[src/core/llf_pkg.sv]
// Constants shared by the lock and fault result flag bank.
// Assumes one 100 MHz clock and a plain address/strobe register port.
package llf_pkg;

  // Sizes
  localparam int NOUT    = 12;
  localparam int NPWM    = 6;
  localparam int AW      = 8;
  localparam int DW      = 16;
  localparam int NLOCK   = 5;
  localparam int CHSEL_W = 3;
  localparam int CUR_W   = 8;
  localparam int DUTY_W  = 10;
  localparam int THR_W   = 2;
  localparam int STEP_W  = 2;
  localparam int FRAME_W = 4;
  localparam int CTRL1_W = 6;
  localparam int CTRL2_W = 7;
  localparam int THR_LO  = 8;

  // Register word addresses
  localparam logic [AW-1:0] ADDR_CMD        = 8'h00;
  localparam logic [AW-1:0] ADDR_LOCKS      = 8'h01;
  localparam logic [AW-1:0] ADDR_OE_MASK    = 8'h02;
  localparam logic [AW-1:0] ADDR_VSH_MASK   = 8'h03;
  localparam logic [AW-1:0] ADDR_VSL_MASK   = 8'h04;
  localparam logic [AW-1:0] ADDR_OPEN_MASK  = 8'h05;
  localparam logic [AW-1:0] ADDR_THR_LO     = 8'h06;
  localparam logic [AW-1:0] ADDR_THR_HI     = 8'h07;
  localparam logic [AW-1:0] ADDR_PWM_SETUP  = 8'h0c;
  localparam logic [AW-1:0] ADDR_CTRL1      = 8'h0d;
  localparam logic [AW-1:0] ADDR_CTRL2      = 8'h0e;
  localparam logic [AW-1:0] ADDR_CHSEL_BASE = 8'h10;
  localparam logic [AW-1:0] ADDR_CUR_BASE   = 8'h20;
  localparam logic [AW-1:0] ADDR_DUTY_BASE  = 8'h30;
  localparam logic [AW-1:0] ADDR_DIAG       = 8'h40;
  localparam logic [AW-1:0] ADDR_VSH_RES    = 8'h41;
  localparam logic [AW-1:0] ADDR_VSL_RES    = 8'h42;

  // Field positions
  localparam int PWM_STEP_LSB  = 0;
  localparam int PWM_FRAME_LSB = 2;

  // Lock flag positions in the lock status word
  localparam int LK_C = 0;
  localparam int LK_M = 1;
  localparam int LK_P = 2;
  localparam int LK_W = 3;
  localparam int LK_R = 4;

  // Command codes; lock i is CMD_LOCK_BASE+2i, its unlock one above
  localparam logic [7:0] CMD_LOCK_BASE  = 8'h10;
  localparam logic [7:0] CMD_RST_STATUS = 8'h20;
  localparam logic [7:0] CMD_SOFT_RESET = 8'h30;

  // Reset values
  localparam logic [1:0]      DIAG_POR  = 2'h3;
  localparam logic [1:0]      DIAG_CLR  = 2'h1;
  localparam logic [NOUT-1:0] MASK_RST  = 12'h000;
  localparam logic [NOUT-1:0] RES_POR   = 12'hfff;
  localparam logic [DW-1:0]   CFG_RST   = 16'h0000;

endpackage

[src/core/llf_flag_bank.sv]
// Lock-protected configuration, lock status and sticky fault results.
// Assumes a synchronous register port with read data one cycle after the strobe.
`timescale 1ns/100ps
//
// Contract
// - Mask lock command sets mask lock flag; protected fields refuse changes.
// - Mask unlock command clears mask lock flag; fields writable again.
// - Mask lock covers enable, three detect masks and threshold selects, 12 outputs.
// - Any system reset clears every lock flag.
// - Lock flags are returned on the lock status read.
// - PWM setup lock blocks channel select, step count and frame rate.
// - PWM setup unlock makes those fields writable again.
// - Duty lock blocks all six ten-bit duty values.
// - Duty unlock makes the six duty values writable again.
// - Control lock blocks both control words.
// - Control unlock makes both control words writable again.
// - Two-bit resistor diagnosis code is held and readable.
// - Power-on loads diagnosis code 11; status reset command makes it 01.
// - Supply short result bit per output sets and stays set.
// - Supply short results readable, set by power-on, cleared by status reset.
// - Ground short result bit per output sets and stays set.
// - Ground short results readable, set by power-on, cleared by status reset.
// - Result bit n-1 belongs to output pin n.
// - Current lock blocks all twelve eight-bit current codes.
module llf_flag_bank (
  // Clock and reset
  input  wire logic                                        clk_sys,
  input  wire logic                                        rst_n,
  input  wire logic                                        voltage_detect_reset,
  input  wire logic                                        thermal_shutdown_trip,
  // Register port
  input  wire logic [llf_pkg::AW-1:0]                      reg_addr,
  input  wire logic [llf_pkg::DW-1:0]                      reg_wdata,
  input  wire logic                                        reg_wr,
  input  wire logic                                        reg_rd,
  output logic      [llf_pkg::DW-1:0]                      reg_rdata,
  // Detector inputs, bit n-1 for output pin n
  input  wire logic [llf_pkg::NOUT-1:0]                    supply_short_detect,
  input  wire logic [llf_pkg::NOUT-1:0]                    ground_short_detect,
  input  wire logic                                        resistor_diag_valid,
  input  wire logic [1:0]                                  resistor_diag_in,
  // Configuration outputs
  output logic      [llf_pkg::NOUT-1:0]                    output_enable_mask,
  output logic      [llf_pkg::NOUT-1:0]                    supply_short_detect_mask,
  output logic      [llf_pkg::NOUT-1:0]                    ground_short_detect_mask,
  output logic      [llf_pkg::NOUT-1:0]                    open_detect_mask,
  output logic      [llf_pkg::NOUT*llf_pkg::THR_W-1:0]     supply_short_threshold_sel,
  output logic      [llf_pkg::NOUT*llf_pkg::CHSEL_W-1:0]   pwm_channel_select,
  output logic      [llf_pkg::STEP_W-1:0]                  pwm_step_count,
  output logic      [llf_pkg::FRAME_W-1:0]                 pwm_frame_rate,
  output logic      [llf_pkg::NPWM*llf_pkg::DUTY_W-1:0]    pwm_duty_value,
  output logic      [llf_pkg::NOUT*llf_pkg::CUR_W-1:0]     output_current_code,
  output logic      [llf_pkg::CTRL1_W-1:0]                 ctrl1_word,
  output logic      [llf_pkg::CTRL2_W-1:0]                 ctrl2_word,
  // Status outputs
  output logic      [llf_pkg::NLOCK-1:0]                   lock_flags,
  output logic      [llf_pkg::NOUT-1:0]                    supply_short_result,
  output logic      [llf_pkg::NOUT-1:0]                    ground_short_result,
  output logic      [1:0]                                  resistor_diag_code
);

  // Configuration state
  logic [llf_pkg::NOUT-1:0]           oe_mask;
  logic [llf_pkg::NOUT-1:0]           vsh_mask;
  logic [llf_pkg::NOUT-1:0]           vsl_mask;
  logic [llf_pkg::NOUT-1:0]           open_mask;
  logic [llf_pkg::NOUT*llf_pkg::THR_W-1:0] thr;
  logic [llf_pkg::STEP_W-1:0]         step;
  logic [llf_pkg::FRAME_W-1:0]        frame;
  logic [llf_pkg::CTRL1_W-1:0]        ctrl1;
  logic [llf_pkg::CTRL2_W-1:0]        ctrl2;
  logic [llf_pkg::CHSEL_W-1:0]        chsel [llf_pkg::NOUT];
  logic [llf_pkg::CUR_W-1:0]          cur   [llf_pkg::NOUT];
  logic [llf_pkg::DUTY_W-1:0]         duty  [llf_pkg::NPWM];

  logic [llf_pkg::NOUT-1:0]           next_oe_mask;
  logic [llf_pkg::NOUT-1:0]           next_vsh_mask;
  logic [llf_pkg::NOUT-1:0]           next_vsl_mask;
  logic [llf_pkg::NOUT-1:0]           next_open_mask;
  logic [llf_pkg::NOUT*llf_pkg::THR_W-1:0] next_thr;
  logic [llf_pkg::STEP_W-1:0]         next_step;
  logic [llf_pkg::FRAME_W-1:0]        next_frame;
  logic [llf_pkg::CTRL1_W-1:0]        next_ctrl1;
  logic [llf_pkg::CTRL2_W-1:0]        next_ctrl2;
  logic [llf_pkg::CHSEL_W-1:0]        next_chsel [llf_pkg::NOUT];
  logic [llf_pkg::CUR_W-1:0]          next_cur   [llf_pkg::NOUT];
  logic [llf_pkg::DUTY_W-1:0]         next_duty  [llf_pkg::NPWM];

  // Status and read state
  logic [1:0]               diag;
  logic [1:0]               next_diag;
  logic [llf_pkg::DW-1:0]   next_rdata;
  logic [llf_pkg::NLOCK-1:0] lock;

  // Command decode
  logic cmd_wr;
  logic por;
  logic soft_rst;
  logic status_clr;
  logic sys_reset;

  // Address match against an indexed register array
  function automatic logic addr_hit(input logic [llf_pkg::AW-1:0] addr,
                                    input logic [llf_pkg::AW-1:0] base,
                                    input int                     idx);
    addr_hit = (addr == base + llf_pkg::AW'(idx));
  endfunction

  // Commands arrive as writes to the command word
  assign cmd_wr     = reg_wr && (reg_addr == llf_pkg::ADDR_CMD);
  assign soft_rst   = cmd_wr && (reg_wdata[7:0] == llf_pkg::CMD_SOFT_RESET);
  assign status_clr = cmd_wr && (reg_wdata[7:0] == llf_pkg::CMD_RST_STATUS);
  assign por        = voltage_detect_reset;
  assign sys_reset  = por || soft_rst || thermal_shutdown_trip;

  // Lock flags
  llf_lock_bank u_locks (
    .clk_sys   (clk_sys),
    .rst_n     (rst_n),
    .sys_reset (sys_reset),
    .cmd_valid (cmd_wr),
    .cmd_code  (reg_wdata[7:0]),
    .lock      (lock)
  );

  // Sticky supply short results, bit n-1 is pin n
  llf_sticky_vec u_vsh_res (
    .clk_sys (clk_sys),
    .rst_n   (rst_n),
    .por     (por),
    .clear   (status_clr),
    .set     (supply_short_detect & ~vsh_mask),
    .q       (supply_short_result)
  );

  // Sticky ground short results, bit n-1 is pin n
  llf_sticky_vec u_vsl_res (
    .clk_sys (clk_sys),
    .rst_n   (rst_n),
    .por     (por),
    .clear   (status_clr),
    .set     (ground_short_detect & ~vsl_mask),
    .q       (ground_short_result)
  );

  // Configuration writes, each field gated by its own lock
  always_comb begin
    next_oe_mask   = oe_mask;
    next_vsh_mask  = vsh_mask;
    next_vsl_mask  = vsl_mask;
    next_open_mask = open_mask;
    next_thr       = thr;
    next_step      = step;
    next_frame     = frame;
    next_ctrl1     = ctrl1;
    next_ctrl2     = ctrl2;
    next_chsel     = chsel;
    next_cur       = cur;
    next_duty      = duty;
    if (reg_wr) begin
      if (!lock[llf_pkg::LK_M]) begin
        if (reg_addr == llf_pkg::ADDR_OE_MASK) begin
          next_oe_mask = reg_wdata[llf_pkg::NOUT-1:0];
        end else if (reg_addr == llf_pkg::ADDR_VSH_MASK) begin
          next_vsh_mask = reg_wdata[llf_pkg::NOUT-1:0];
        end else if (reg_addr == llf_pkg::ADDR_VSL_MASK) begin
          next_vsl_mask = reg_wdata[llf_pkg::NOUT-1:0];
        end else if (reg_addr == llf_pkg::ADDR_OPEN_MASK) begin
          next_open_mask = reg_wdata[llf_pkg::NOUT-1:0];
        end else if (reg_addr == llf_pkg::ADDR_THR_LO) begin
          next_thr[llf_pkg::THR_LO*llf_pkg::THR_W-1:0] = reg_wdata;
        end else if (reg_addr == llf_pkg::ADDR_THR_HI) begin
          next_thr[llf_pkg::NOUT*llf_pkg::THR_W-1:llf_pkg::THR_LO*llf_pkg::THR_W] =
            reg_wdata[7:0];
        end
      end
      if (!lock[llf_pkg::LK_P]) begin
        if (reg_addr == llf_pkg::ADDR_PWM_SETUP) begin
          next_step  = reg_wdata[llf_pkg::PWM_STEP_LSB +: llf_pkg::STEP_W];
          next_frame = reg_wdata[llf_pkg::PWM_FRAME_LSB +: llf_pkg::FRAME_W];
        end
        for (int i = 0; i < llf_pkg::NOUT; i++) begin
          if (addr_hit(reg_addr, llf_pkg::ADDR_CHSEL_BASE, i)) begin
            next_chsel[i] = reg_wdata[llf_pkg::CHSEL_W-1:0];
          end
        end
      end
      if (!lock[llf_pkg::LK_W]) begin
        for (int i = 0; i < llf_pkg::NPWM; i++) begin
          if (addr_hit(reg_addr, llf_pkg::ADDR_DUTY_BASE, i)) begin
            next_duty[i] = reg_wdata[llf_pkg::DUTY_W-1:0];
          end
        end
      end
      if (!lock[llf_pkg::LK_C]) begin
        for (int i = 0; i < llf_pkg::NOUT; i++) begin
          if (addr_hit(reg_addr, llf_pkg::ADDR_CUR_BASE, i)) begin
            next_cur[i] = reg_wdata[llf_pkg::CUR_W-1:0];
          end
        end
      end
      if (!lock[llf_pkg::LK_R]) begin
        if (reg_addr == llf_pkg::ADDR_CTRL1) begin
          next_ctrl1 = reg_wdata[llf_pkg::CTRL1_W-1:0];
        end else if (reg_addr == llf_pkg::ADDR_CTRL2) begin
          next_ctrl2 = reg_wdata[llf_pkg::CTRL2_W-1:0];
        end
      end
    end
  end

  // Register the configuration; it survives every reset but the pin
  always_ff @(posedge clk_sys or negedge rst_n) begin
    if (!rst_n) begin
      oe_mask   <= llf_pkg::MASK_RST;
      vsh_mask  <= llf_pkg::MASK_RST;
      vsl_mask  <= llf_pkg::MASK_RST;
      open_mask <= llf_pkg::MASK_RST;
      thr       <= '0;
      step      <= '0;
      frame     <= '0;
      ctrl1     <= '0;
      ctrl2     <= '0;
      chsel     <= '{default: '0};
      cur       <= '{default: '0};
      duty      <= '{default: '0};
    end else begin
      oe_mask   <= next_oe_mask;
      vsh_mask  <= next_vsh_mask;
      vsl_mask  <= next_vsl_mask;
      open_mask <= next_open_mask;
      thr       <= next_thr;
      step      <= next_step;
      frame     <= next_frame;
      ctrl1     <= next_ctrl1;
      ctrl2     <= next_ctrl2;
      chsel     <= next_chsel;
      cur       <= next_cur;
      duty      <= next_duty;
    end
  end

  // Resistor diagnosis code; a new result wins over the status reset
  always_comb begin
    if (por) begin
      next_diag = llf_pkg::DIAG_POR;
    end else if (resistor_diag_valid) begin
      next_diag = resistor_diag_in;
    end else if (status_clr) begin
      next_diag = llf_pkg::DIAG_CLR;
    end else begin
      next_diag = diag;
    end
  end

  // Register the diagnosis code
  always_ff @(posedge clk_sys or negedge rst_n) begin
    if (!rst_n) begin
      diag <= llf_pkg::DIAG_POR;
    end else begin
      diag <= next_diag;
    end
  end

  // Read multiplexer; unmapped words read as zero
  always_comb begin
    next_rdata = llf_pkg::CFG_RST;
    if (reg_addr == llf_pkg::ADDR_LOCKS) begin
      next_rdata[llf_pkg::NLOCK-1:0] = lock;
    end else if (reg_addr == llf_pkg::ADDR_OE_MASK) begin
      next_rdata[llf_pkg::NOUT-1:0] = oe_mask;
    end else if (reg_addr == llf_pkg::ADDR_VSH_MASK) begin
      next_rdata[llf_pkg::NOUT-1:0] = vsh_mask;
    end else if (reg_addr == llf_pkg::ADDR_VSL_MASK) begin
      next_rdata[llf_pkg::NOUT-1:0] = vsl_mask;
    end else if (reg_addr == llf_pkg::ADDR_OPEN_MASK) begin
      next_rdata[llf_pkg::NOUT-1:0] = open_mask;
    end else if (reg_addr == llf_pkg::ADDR_THR_LO) begin
      next_rdata = thr[llf_pkg::THR_LO*llf_pkg::THR_W-1:0];
    end else if (reg_addr == llf_pkg::ADDR_THR_HI) begin
      next_rdata[7:0] =
        thr[llf_pkg::NOUT*llf_pkg::THR_W-1:llf_pkg::THR_LO*llf_pkg::THR_W];
    end else if (reg_addr == llf_pkg::ADDR_PWM_SETUP) begin
      next_rdata[llf_pkg::PWM_STEP_LSB +: llf_pkg::STEP_W]   = step;
      next_rdata[llf_pkg::PWM_FRAME_LSB +: llf_pkg::FRAME_W] = frame;
    end else if (reg_addr == llf_pkg::ADDR_CTRL1) begin
      next_rdata[llf_pkg::CTRL1_W-1:0] = ctrl1;
    end else if (reg_addr == llf_pkg::ADDR_CTRL2) begin
      next_rdata[llf_pkg::CTRL2_W-1:0] = ctrl2;
    end else if (reg_addr == llf_pkg::ADDR_DIAG) begin
      next_rdata[1:0] = diag;
    end else if (reg_addr == llf_pkg::ADDR_VSH_RES) begin
      next_rdata[llf_pkg::NOUT-1:0] = supply_short_result;
    end else if (reg_addr == llf_pkg::ADDR_VSL_RES) begin
      next_rdata[llf_pkg::NOUT-1:0] = ground_short_result;
    end else begin
      for (int i = 0; i < llf_pkg::NOUT; i++) begin
        if (addr_hit(reg_addr, llf_pkg::ADDR_CHSEL_BASE, i)) begin
          next_rdata[llf_pkg::CHSEL_W-1:0] = chsel[i];
        end
        if (addr_hit(reg_addr, llf_pkg::ADDR_CUR_BASE, i)) begin
          next_rdata[llf_pkg::CUR_W-1:0] = cur[i];
        end
      end
      for (int i = 0; i < llf_pkg::NPWM; i++) begin
        if (addr_hit(reg_addr, llf_pkg::ADDR_DUTY_BASE, i)) begin
          next_rdata[llf_pkg::DUTY_W-1:0] = duty[i];
        end
      end
    end
  end

  // Read data stands only in the cycle after the read strobe
  always_ff @(posedge clk_sys or negedge rst_n) begin
    if (!rst_n) begin
      reg_rdata <= '0;
    end else begin
      reg_rdata <= reg_rd ? next_rdata : '0;
    end
  end

  // Flatten the arrays onto the configuration outputs
  always_comb begin
    for (int i = 0; i < llf_pkg::NOUT; i++) begin
      pwm_channel_select[i*llf_pkg::CHSEL_W +: llf_pkg::CHSEL_W] = chsel[i];
      output_current_code[i*llf_pkg::CUR_W +: llf_pkg::CUR_W]    = cur[i];
    end
    for (int i = 0; i < llf_pkg::NPWM; i++) begin
      pwm_duty_value[i*llf_pkg::DUTY_W +: llf_pkg::DUTY_W] = duty[i];
    end
  end

  // Direct register outputs
  assign output_enable_mask         = oe_mask;
  assign supply_short_detect_mask   = vsh_mask;
  assign ground_short_detect_mask   = vsl_mask;
  assign open_detect_mask           = open_mask;
  assign supply_short_threshold_sel = thr;
  assign pwm_step_count             = step;
  assign pwm_frame_rate             = frame;
  assign ctrl1_word                 = ctrl1;
  assign ctrl2_word                 = ctrl2;
  assign lock_flags                 = lock;
  assign resistor_diag_code         = diag;

endmodule

[src/core/llf_lock_bank.sv]
// Five write-protect lock flags driven by lock and unlock commands.
// Assumes cmd_valid is a one-cycle strobe and sys_reset a synchronous pulse.
`timescale 1ns/100ps
module llf_lock_bank (
  // Clock and reset
  input  wire logic                       clk_sys,
  input  wire logic                       rst_n,
  input  wire logic                       sys_reset,
  // Command strobe
  input  wire logic                       cmd_valid,
  input  wire logic [7:0]                 cmd_code,
  // Lock state
  output logic      [llf_pkg::NLOCK-1:0]  lock
);

  logic [llf_pkg::NLOCK-1:0] next_lock;

  // Each lock has its own set and clear code; any system reset unlocks all
  always_comb begin
    next_lock = lock;
    if (sys_reset) begin
      next_lock = '0;
    end else if (cmd_valid) begin
      for (int i = 0; i < llf_pkg::NLOCK; i++) begin
        if (cmd_code == llf_pkg::CMD_LOCK_BASE + 8'(2 * i)) begin
          next_lock[i] = 1'b1;
        end else if (cmd_code == llf_pkg::CMD_LOCK_BASE + 8'(2 * i + 1)) begin
          next_lock[i] = 1'b0;
        end
      end
    end
  end

  // Register the lock flags
  always_ff @(posedge clk_sys or negedge rst_n) begin
    if (!rst_n) begin
      lock <= '0;
    end else begin
      lock <= next_lock;
    end
  end

endmodule

[src/core/llf_sticky_vec.sv]
// One sticky fault result bit per output, set high by power-on reset.
// Assumes por and clear are synchronous one-cycle pulses.
`timescale 1ns/100ps
module llf_sticky_vec (
  // Clock and reset
  input  wire logic                      clk_sys,
  input  wire logic                      rst_n,
  input  wire logic                      por,
  // Events
  input  wire logic                      clear,
  input  wire logic [llf_pkg::NOUT-1:0]  set,
  // Result
  output logic      [llf_pkg::NOUT-1:0]  q
);

  logic [llf_pkg::NOUT-1:0] next_q;

  // A detection in the clearing cycle still sets its bit
  always_comb begin
    if (por) begin
      next_q = llf_pkg::RES_POR;
    end else begin
      next_q = (clear ? '0 : q) | set;
    end
  end

  // Register the results
  always_ff @(posedge clk_sys or negedge rst_n) begin
    if (!rst_n) begin
      q <= llf_pkg::RES_POR;
    end else begin
      q <= next_q;
    end
  end

endmodule

[config.mk]
export PLATFORM = sky130hd
export DESIGN_NAME = llf_flag_bank
export DESIGN_NICKNAME = d
export VERILOG_FILES = /design/src/core/llf_pkg.sv /design/src/core/llf_flag_bank.sv /design/src/core/llf_lock_bank.sv /design/src/core/llf_sticky_vec.sv
export SDC_FILE = /design/constraint.sdc
export NUM_CORES = 1
export LEC_CHECK = 0
export BUFFER_PORTS_ARGS = -buffer_cell sky130_fd_sc_hd__buf_2
export CAP_MARGIN = 0
export CORE_ASPECT_RATIO = 0.5
export CORE_MARGIN = 5
export CORE_UTILIZATION = 40
export DETAILED_ROUTE_END_ITERATION = 10
export MAX_ROUTING_LAYER = met4
export PLACE_DENSITY = 0.6
export RECOVER_POWER = 100
export SLEW_MARGIN = 20
export SYNTH_ARGS = -nofsm -noshare
export SYNTH_HDL_FRONTEND = slang
export SYNTH_SLANG_ARGS = --single-unit
[constraint.sdc]
create_clock -name clk_sys -period 3.6 [get_ports clk_sys]
set_input_delay 0.18 -clock clk_sys [delete_from_list [all_inputs] [get_ports clk_sys]]
set_output_delay 0.18 -clock clk_sys [all_outputs]
set_load 0.02 [all_outputs]
==> summary.txt, run 1 <==
Run status
  • Status: finished, violations left
  • Failing checks: max-capacitance violations, max-slew violations

Setup path
  • R2R Setup Slk: 1080 ps
  • CP max stage delay: approximately 880 ps
  • CP Data Required Time: about 4000 ps
  • FF-to-FF path depth: 6
  • CP arrival: ~3500 ps
  • Crit-path cells: buf_2, buf_4, nor4_1, clkbuf_1, and2_0, a221oi_1, o31ai_1, a2111oi_0, o21ai_0, and2_1
  • Max Fanout on Critical Path: 27
  • RR Startpoint: open_detect_mask[0]
  • FF-to-FF End: reg_rdata[0]
  • CP Launch Type: input port
  • Crit Path Class: in -> reg
  • Setup crit end kind: flop
  • Crit path max-delay cell type: a2111oi_0

GRT
  • Total grt overflow: 0
  • Total Routing Usage GR: slightly below 30%
  • Vias in the first global route: roughly 14000
  • First-pass GRT wire length: 95700 um
  • Largest net degree at the start of global routing: 90
  • Initial antenna violation count: 1

Cells and area
  • Fin nets: roughly 1800
  • P&R area growth vs syn: 21.0%
  • Layout Cells excl Fill: 2298
  • Final core utilization: 48.6%
  • Fillcell total: roughly 3900
  • Multi-input logic area: slightly above 7000 sq um
  • Layout cells sized above 1: between 20% and 30%
  • Register area: between 8000 and 9000 sq um

Placement
  • Worst slack at placement: approximately 300 ps
  • Cells after DPL: roughly 2200
  • Post-DP HPWL: 47300 um
  • PortBufs: 386
  • Global placement routability congestion: just under 1

Clock tree
  • TritonCTS Buffers: 34
  • Clock latency on the worst-skew pair: approximately 550 ps
  • Clock transition at path regs: approximately 70 ps
  • Clock sinks: 330
  • Clock Tree Buf Depth: 3
  • CTS tree: yes
  • Root buffer cell: clkbuf_16
  • H-Tree Depth: 2
  • Post-cts resize count: 0

Floorplanning
  • Chip height: 152 um
  • Core area: about 40000 sq um
  • Row count: 52
  • Die area: ~45000 sq um
  • Initial core utilization: about two fifths
  • Ports: between 300 and 400
  • Die W: about 290 um

Min path
  • Min-delay src: reg_wdata[8]
  • Worst Hold Class: in -> reg
  • WHS Endpoint: supply_short_threshold_sel[8]
  • Cell count of the worst hold path: 2

Flow run
  • Max-cap violation count: 3

Timing
  • Max-slew violation count: 126
  • PnR worst setup slack: around 540 ps
  • Sum Neg Setup Slack: 0 ps
  • Final period util: around 85%
  • Fin crit period: roughly 3100 ps
  • Final setup violation count: 0
  • Final hold vios: 0
  • Worst slew margin: -60.2%
  • Worst clock skew: 23.5 ps
  • Max Freq: 0.326 GHz
  • Slew @ Worst Pin: between 2000 and 2500 ps
  • Unrepaired setup endpoints after global routing: no

Logic synthesis
  • Most common cell in the netlist: dfrtp_1
  • Synth cell types: around 90
  • Avg Inst Size Synth: roughly 12 sq um
  • Async SR Flop Fraction: 100%
  • Post-synth EDFFs: 0
  • Top cell type by total area after synthesis: dfrtp_1
  • Yosys reg bits: 330
  • Mapped cell area: approximately 16000 sq um
  • Cells after Synth: between 1000 and 1500
  • Ranking of synthesized cells by area: dfrtp_1 47%, mux2_2 19%, dfstp_2 4.2%
  • Post-synthesis sequential area ratio: approximately 51%
  • Synth Flop Type: dfrtp_1
  • YS warnings: 0
  • Syn Nets: 1387
  • Most frequent cells after synthesis: 304 x dfrtp_1, 276 x mux2_2, 82 x nand2_1
  • Post-synth top area share: 47.2%

Pwr
  • Logic gate share of total power: between 10% and 20%
  • Pwr Total: 8640 uW
  • Flop pwr share: between 40% and 50%
  • Clock Power Share: 42.1%
  • Worst VDD drop: about 270 uV
  • Power Dens Cells: 443 nW/um^2
  • Cell-internal power: ~6200 uW
  • Switching share of power: approximately 28%
  • Sw Pwr: between 2000 and 2500 uW
  • Leak: between 0.008 and 0.009 uW

Route
  • Drc violations: 0
  • Detailed Route WL: around 65000 um
  • Routed vias: 13800
  • Wire per inst: 28.3 um
  • Via/cell ratio: ~6
  • Drt pass-1 iters: 5
  • Final ANT Viol Nets: 0
  • Iter 0 DRT Violations: roughly 1200
cell families (layout without fill, tap and decap cells):
| group | after synthesis | in the layout | synth area share [%] |
|---|---|---|---|
| and+or+nand+nor | 286 | 286 | 10.4 |
| buffers and inverters | 130 | 557 | 3.88 |
| AOI/OAI and AO/OA | 280 | 280 | 12.7 |
| muxes | 304 | 304 | 21.6 |
| other | 0 | 1 | 0 |
| DFF | 330 | 330 | 51.4 |
timing repair:
action	CTS	global route
endpoints found under the hold margin	129	0
hold buffers	36	0
buffers inserted	0	0
endpoints found under the setup margin	0	0
routing by layer:
metal / global-route usage (%) / wire, um
met1: 37.8 / 26800
met2: 47.2 / 31700
met3: 4.45 / 4250
met4: 8.40 / 2290
met5: - / 0
metrics by stage:
stage / instance area [sq um] / hold slack (ps)
after global placement: 18600 / 263
after global routing: 19500 / 75.7
after detailed placement: 18600 / 256
final: 19500 / 78.4
after CTS: 20100 / 57.5
after floorplan: 16100 / -116
layout by cell type (no fill, tap or decap), types with 13 or more instances in the layout:
cell type and n:
mux2_2 276, buf_4 31, o22ai_1 16, clkbuf_16 34, nand2_1 91, nor3_1 18, dfstp_2 22, a221o_1 31
inv_1 27, nand3_1 30, nor2_1 56, buf_2 56, o21ai_0 43, nor2b_1 13, a21oi_1 48, o221ai_1 16
dlygate4sd3_1 36, dfrtp_1 304, clkbuf_1 345, a22oi_1 28
registers in the layout, indices dropped and copies added, names as in the netlist:
name,cells
output_current_code,96
pwm_channel_select,36
pwm_step_count,2
u_vsl_res.q,12
open_detect_mask,12
u_locks.lock,5
ctrl1_word,6
ground_short_detect_mask,12
resistor_diag_code,2
ctrl2_word,7
output_enable_mask,12
u_vsh_res.q,12
pwm_frame_rate,4
supply_short_detect_mask,12
supply_short_threshold_sel,24
reg_rdata,16
pwm_duty_value,60
worst max-delay path, delay by kind of cell:
family                 cells  cell delay [ps]
and+or+nand+nor            3              630
buffers and inverters      3             1050
AOI/OAI and AO/OA          4             1620
layout make-up:
class | count | share of cell area, %
Inverter | 29 | 0.558
Multi-Input combinational cell | 870 | 36.2
Tap cell | 540 | 3.46
Timing Repair Buffer | 466 | 11.4
Clock inverter | 13 | 0.731
Clock buffer | 49 | 5.06
Antenna cell | 1 | 0.0128
Sequential cell | 330 | 42.5
power by group through the flow:
stage	Sequential (uW)	Combinational [uW]	Clock, uW
floorplan	4230	352	0
global placement	4100	974	0
detailed placement	4100	983	0
CTS	4040	1020	3670
global route	4060	1020	3830
finish	4040	958	3640
worst max path at each step:
stage                 from                    to  slack [ps]  cells past startpoint
3_5_place_dp   reg_addr[1]          reg_rdata[0]         300                     10
6_report       reg_addr[1]          reg_rdata[0]         540                     10
5_1_grt        reg_addr[3]          reg_rdata[5]         460                      8
3_3_place_gp   reg_addr[1]          reg_rdata[0]         370                     10
2_1_floorplan  reg_addr[0]  open_detect_mask[10]        1590                      9
4_1_cts        reg_addr[1]          reg_rdata[0]         860                     10
Note: power is estimated with default switching activity, not from simulation.
==> run 2, diff against run 1 <==
Settings changed: CORE_UTILIZATION 40 to 45, PLACE_DENSITY 0.6 to 0.66.
==> run 2 against run 1 <==
The run still ends with max-capacitance violations, max-slew violations left. Global-route usage increased by 2.7 points. Wire length decreased by 2.3%. Final area decreased by 0.81%. Register-to-register slack got worse by 260 ps. Sequential share of layout area increased by 0.35 points. Maximum frequency decreased by 7.4%. Hold slack got worse by 38 ps. Core utilization increased by 5.7 points. Flip-flop and latch count unchanged. Clock skew decreased by 7.4 ps. Power decreased by 1.6%. Critical path type unchanged.
==> summary.txt, run 2 (synthesis gave the netlist of run 1 again) <==
Route
  • Drc violations: 0
  • Detailed Route WL: between 60000 and 70000 um
  • Drt pass-1 iters: 6
  • Routed vias: about 14000
  • Iter 0 DRT Violations: 1472
  • Via/cell ratio: 6.15
  • Final ANT Viol Nets: 0
  • Wire per inst: 28.5 um

Cells and area
  • Max reg flops: 96
  • Fin nets: between 1500 and 2000
  • P&R area growth vs syn: 20.0%
  • Fillcell total: ~3300
  • Layout cells sized above 1: a little over a quarter
  • Commonest cells after routing, fill and taps aside: 345 x clkbuf_1, 304 x dfrtp_1, 275 x mux2_2, 90 x nand2_1, 58 x buf_2
  • Antenna Cells: 0
  • Most common cell after layout, fill and taps aside: clkbuf_1

Timing
  • Final setup violation count: 0
  • PnR worst setup slack: around 290 ps
  • Slew @ Worst Pin: ~2700 ps
  • Worst clock skew: ~16 ps
  • Unrepaired setup endpoints after global routing: no
  • Fin crit period: around 3300 ps
  • Sum Neg Setup Slack: 0 ps
  • Max-slew violation count: 113
  • Worst slew margin: -82.7%
  • Final period util: 91.9%
  • Final hold vios: 0
  • Max Freq: around 0.30 GHz

GRT
  • Total Routing Usage GR: 31.6%
  • Largest net degree at the start of global routing: between 100 and 150
  • Initial antenna violation count: 0
  • Total grt overflow: 0
  • Vias in the first global route: 13700
  • First-pass GRT wire length: ~90000 um

Floorplanning
  • Initial core utilization: between 40% and 50%
  • Row count: slightly below 50
  • Ports: between 300 and 400
  • Die W: between 200 and 300 um
  • Core area: 35600 sq um
  • Die area: between 30000 and 40000 sq um
  • Chip height: 144 um

Setup path
  • FF-to-FF End: reg_rdata[3]
  • Crit Path Class: in -> reg
  • CP Launch Type: input port
  • R2R Setup Slk: between 800 and 900 ps
  • RR Startpoint: output_current_code[91]
  • Max Fanout on Critical Path: 14
  • Setup crit end kind: flop
  • CP Data Required Time: 4050 ps
  • CP arrival: approximately 3800 ps
  • FF-to-FF path depth: 7

Clock tree
  • Clock latency on the worst-skew pair: between 500 and 600 ps
  • TritonCTS Buffers: 30
  • Cts hold-fix bufs: 36
  • Clock transition at path regs: around 70 ps
  • H-Tree Depth: 1
  • Clock Tree Buf Depth: 3
  • Clock sinks: 330
  • CTS tree: yes
  • Root buffer cell: clkbuf_16
  • Post-cts resize count: 0
  • Postcts setup bufs: 0

Placement
  • Global placement routability congestion: 0.970
  • Post-DP HPWL: about 46000 um
  • Worst slack at placement: about 240 ps
  • PortBufs: 386

Run status
  • Status: finished, violations left
  • Failing checks: max-capacitance violations, max-slew violations

Min path
  • WHS Endpoint: supply_short_threshold_sel[8]
  • Worst Hold Class: in -> reg
  • Min-delay src: reg_wdata[8]
  • Cell count of the worst hold path: 2

Pwr
  • Flop pwr share: between 40% and 50%
  • Sw Pwr: 2290 uW
  • Cell-internal power: 6220 uW
  • Switching share of power: between 20% and 30%
  • Worst VDD drop: around 260 uV
  • Clock Power Share: about two fifths
  • Power Dens Cells: 440 nW/um^2
  • Leak: 0.00866 uW
  • Logic gate share of total power: between 10% and 20%

Flow run
  • Max-cap violation count: 2
run 2: per-layer routing:
layer	GRT usage, %	part of all wire, %	wire, um
met2	50.2	48	30200
met4	10.1	3.7	2340
met3	6.27	7.5	4790
met1	41.5	41	26200
met5	-	0	0
run 2: worst max-delay path, cell delays in order:
cell      delay (ps)
buf_2            170
buf_4            220
nor4_1          1300
clkbuf_1         450
nand2_1          250
nor2_1           140
nor4_1            70
a221o_1          370
a21oi_1          420
o21ai_0          160
run 2: power groups by stage:
stage,clock network (uW),logic [uW],registers [uW]
detailed placement,0,973,4100
global placement,0,961,4100
floorplan,0,352,4230
CTS,3530,1010,4030
finish,3510,957,4040
global route,3710,1020,4050
run 2: cell type report:
type / instances / area [sq um] / share of cell area, %
clock buffer: 46 / 922 / 4.77
clock inverter: 10 / 156 / 0.809
inverter: 29 / 109 / 0.563
multi-input combinational: 870 / 7110 / 36.7
sequential: 330 / 8290 / 42.9
tap: 484 / 606 / 3.13
timing repair buffer: 461 / 2150 / 11.1
run 2: worst max-delay path by stage:
stage / startpoint / to / slack (ps)
6_report: reg_addr[2] / reg_rdata[2] / 290
5_1_grt: reg_addr[7] / reg_rdata[0] / 360
4_1_cts: reg_addr[1] / reg_rdata[3] / 860
3_5_place_dp: reg_addr[1] / reg_rdata[3] / 240
3_3_place_gp: reg_addr[7] / reg_rdata[0] / 160
2_1_floorplan: reg_addr[0] / open_detect_mask[10] / 1590
run 2: metrics by stage:
stage | hold slack, ps | util (%) | cell area [sq um] | total power [uW] | instances
after floorplan | -116 | - | 16100 | 4580 | 1330
after global placement | 300 | 51.9 | 18500 | 5060 | 2138
after detailed placement | 296 | 51.9 | 18500 | 5070 | 2138
after CTS | 12.7 | 55.9 | 19900 | 8570 | 2230
after global routing | 26.9 | 54.3 | 19300 | 8780 | 2230
final | 40.5 | 54.3 | 19300 | 8510 | 2230
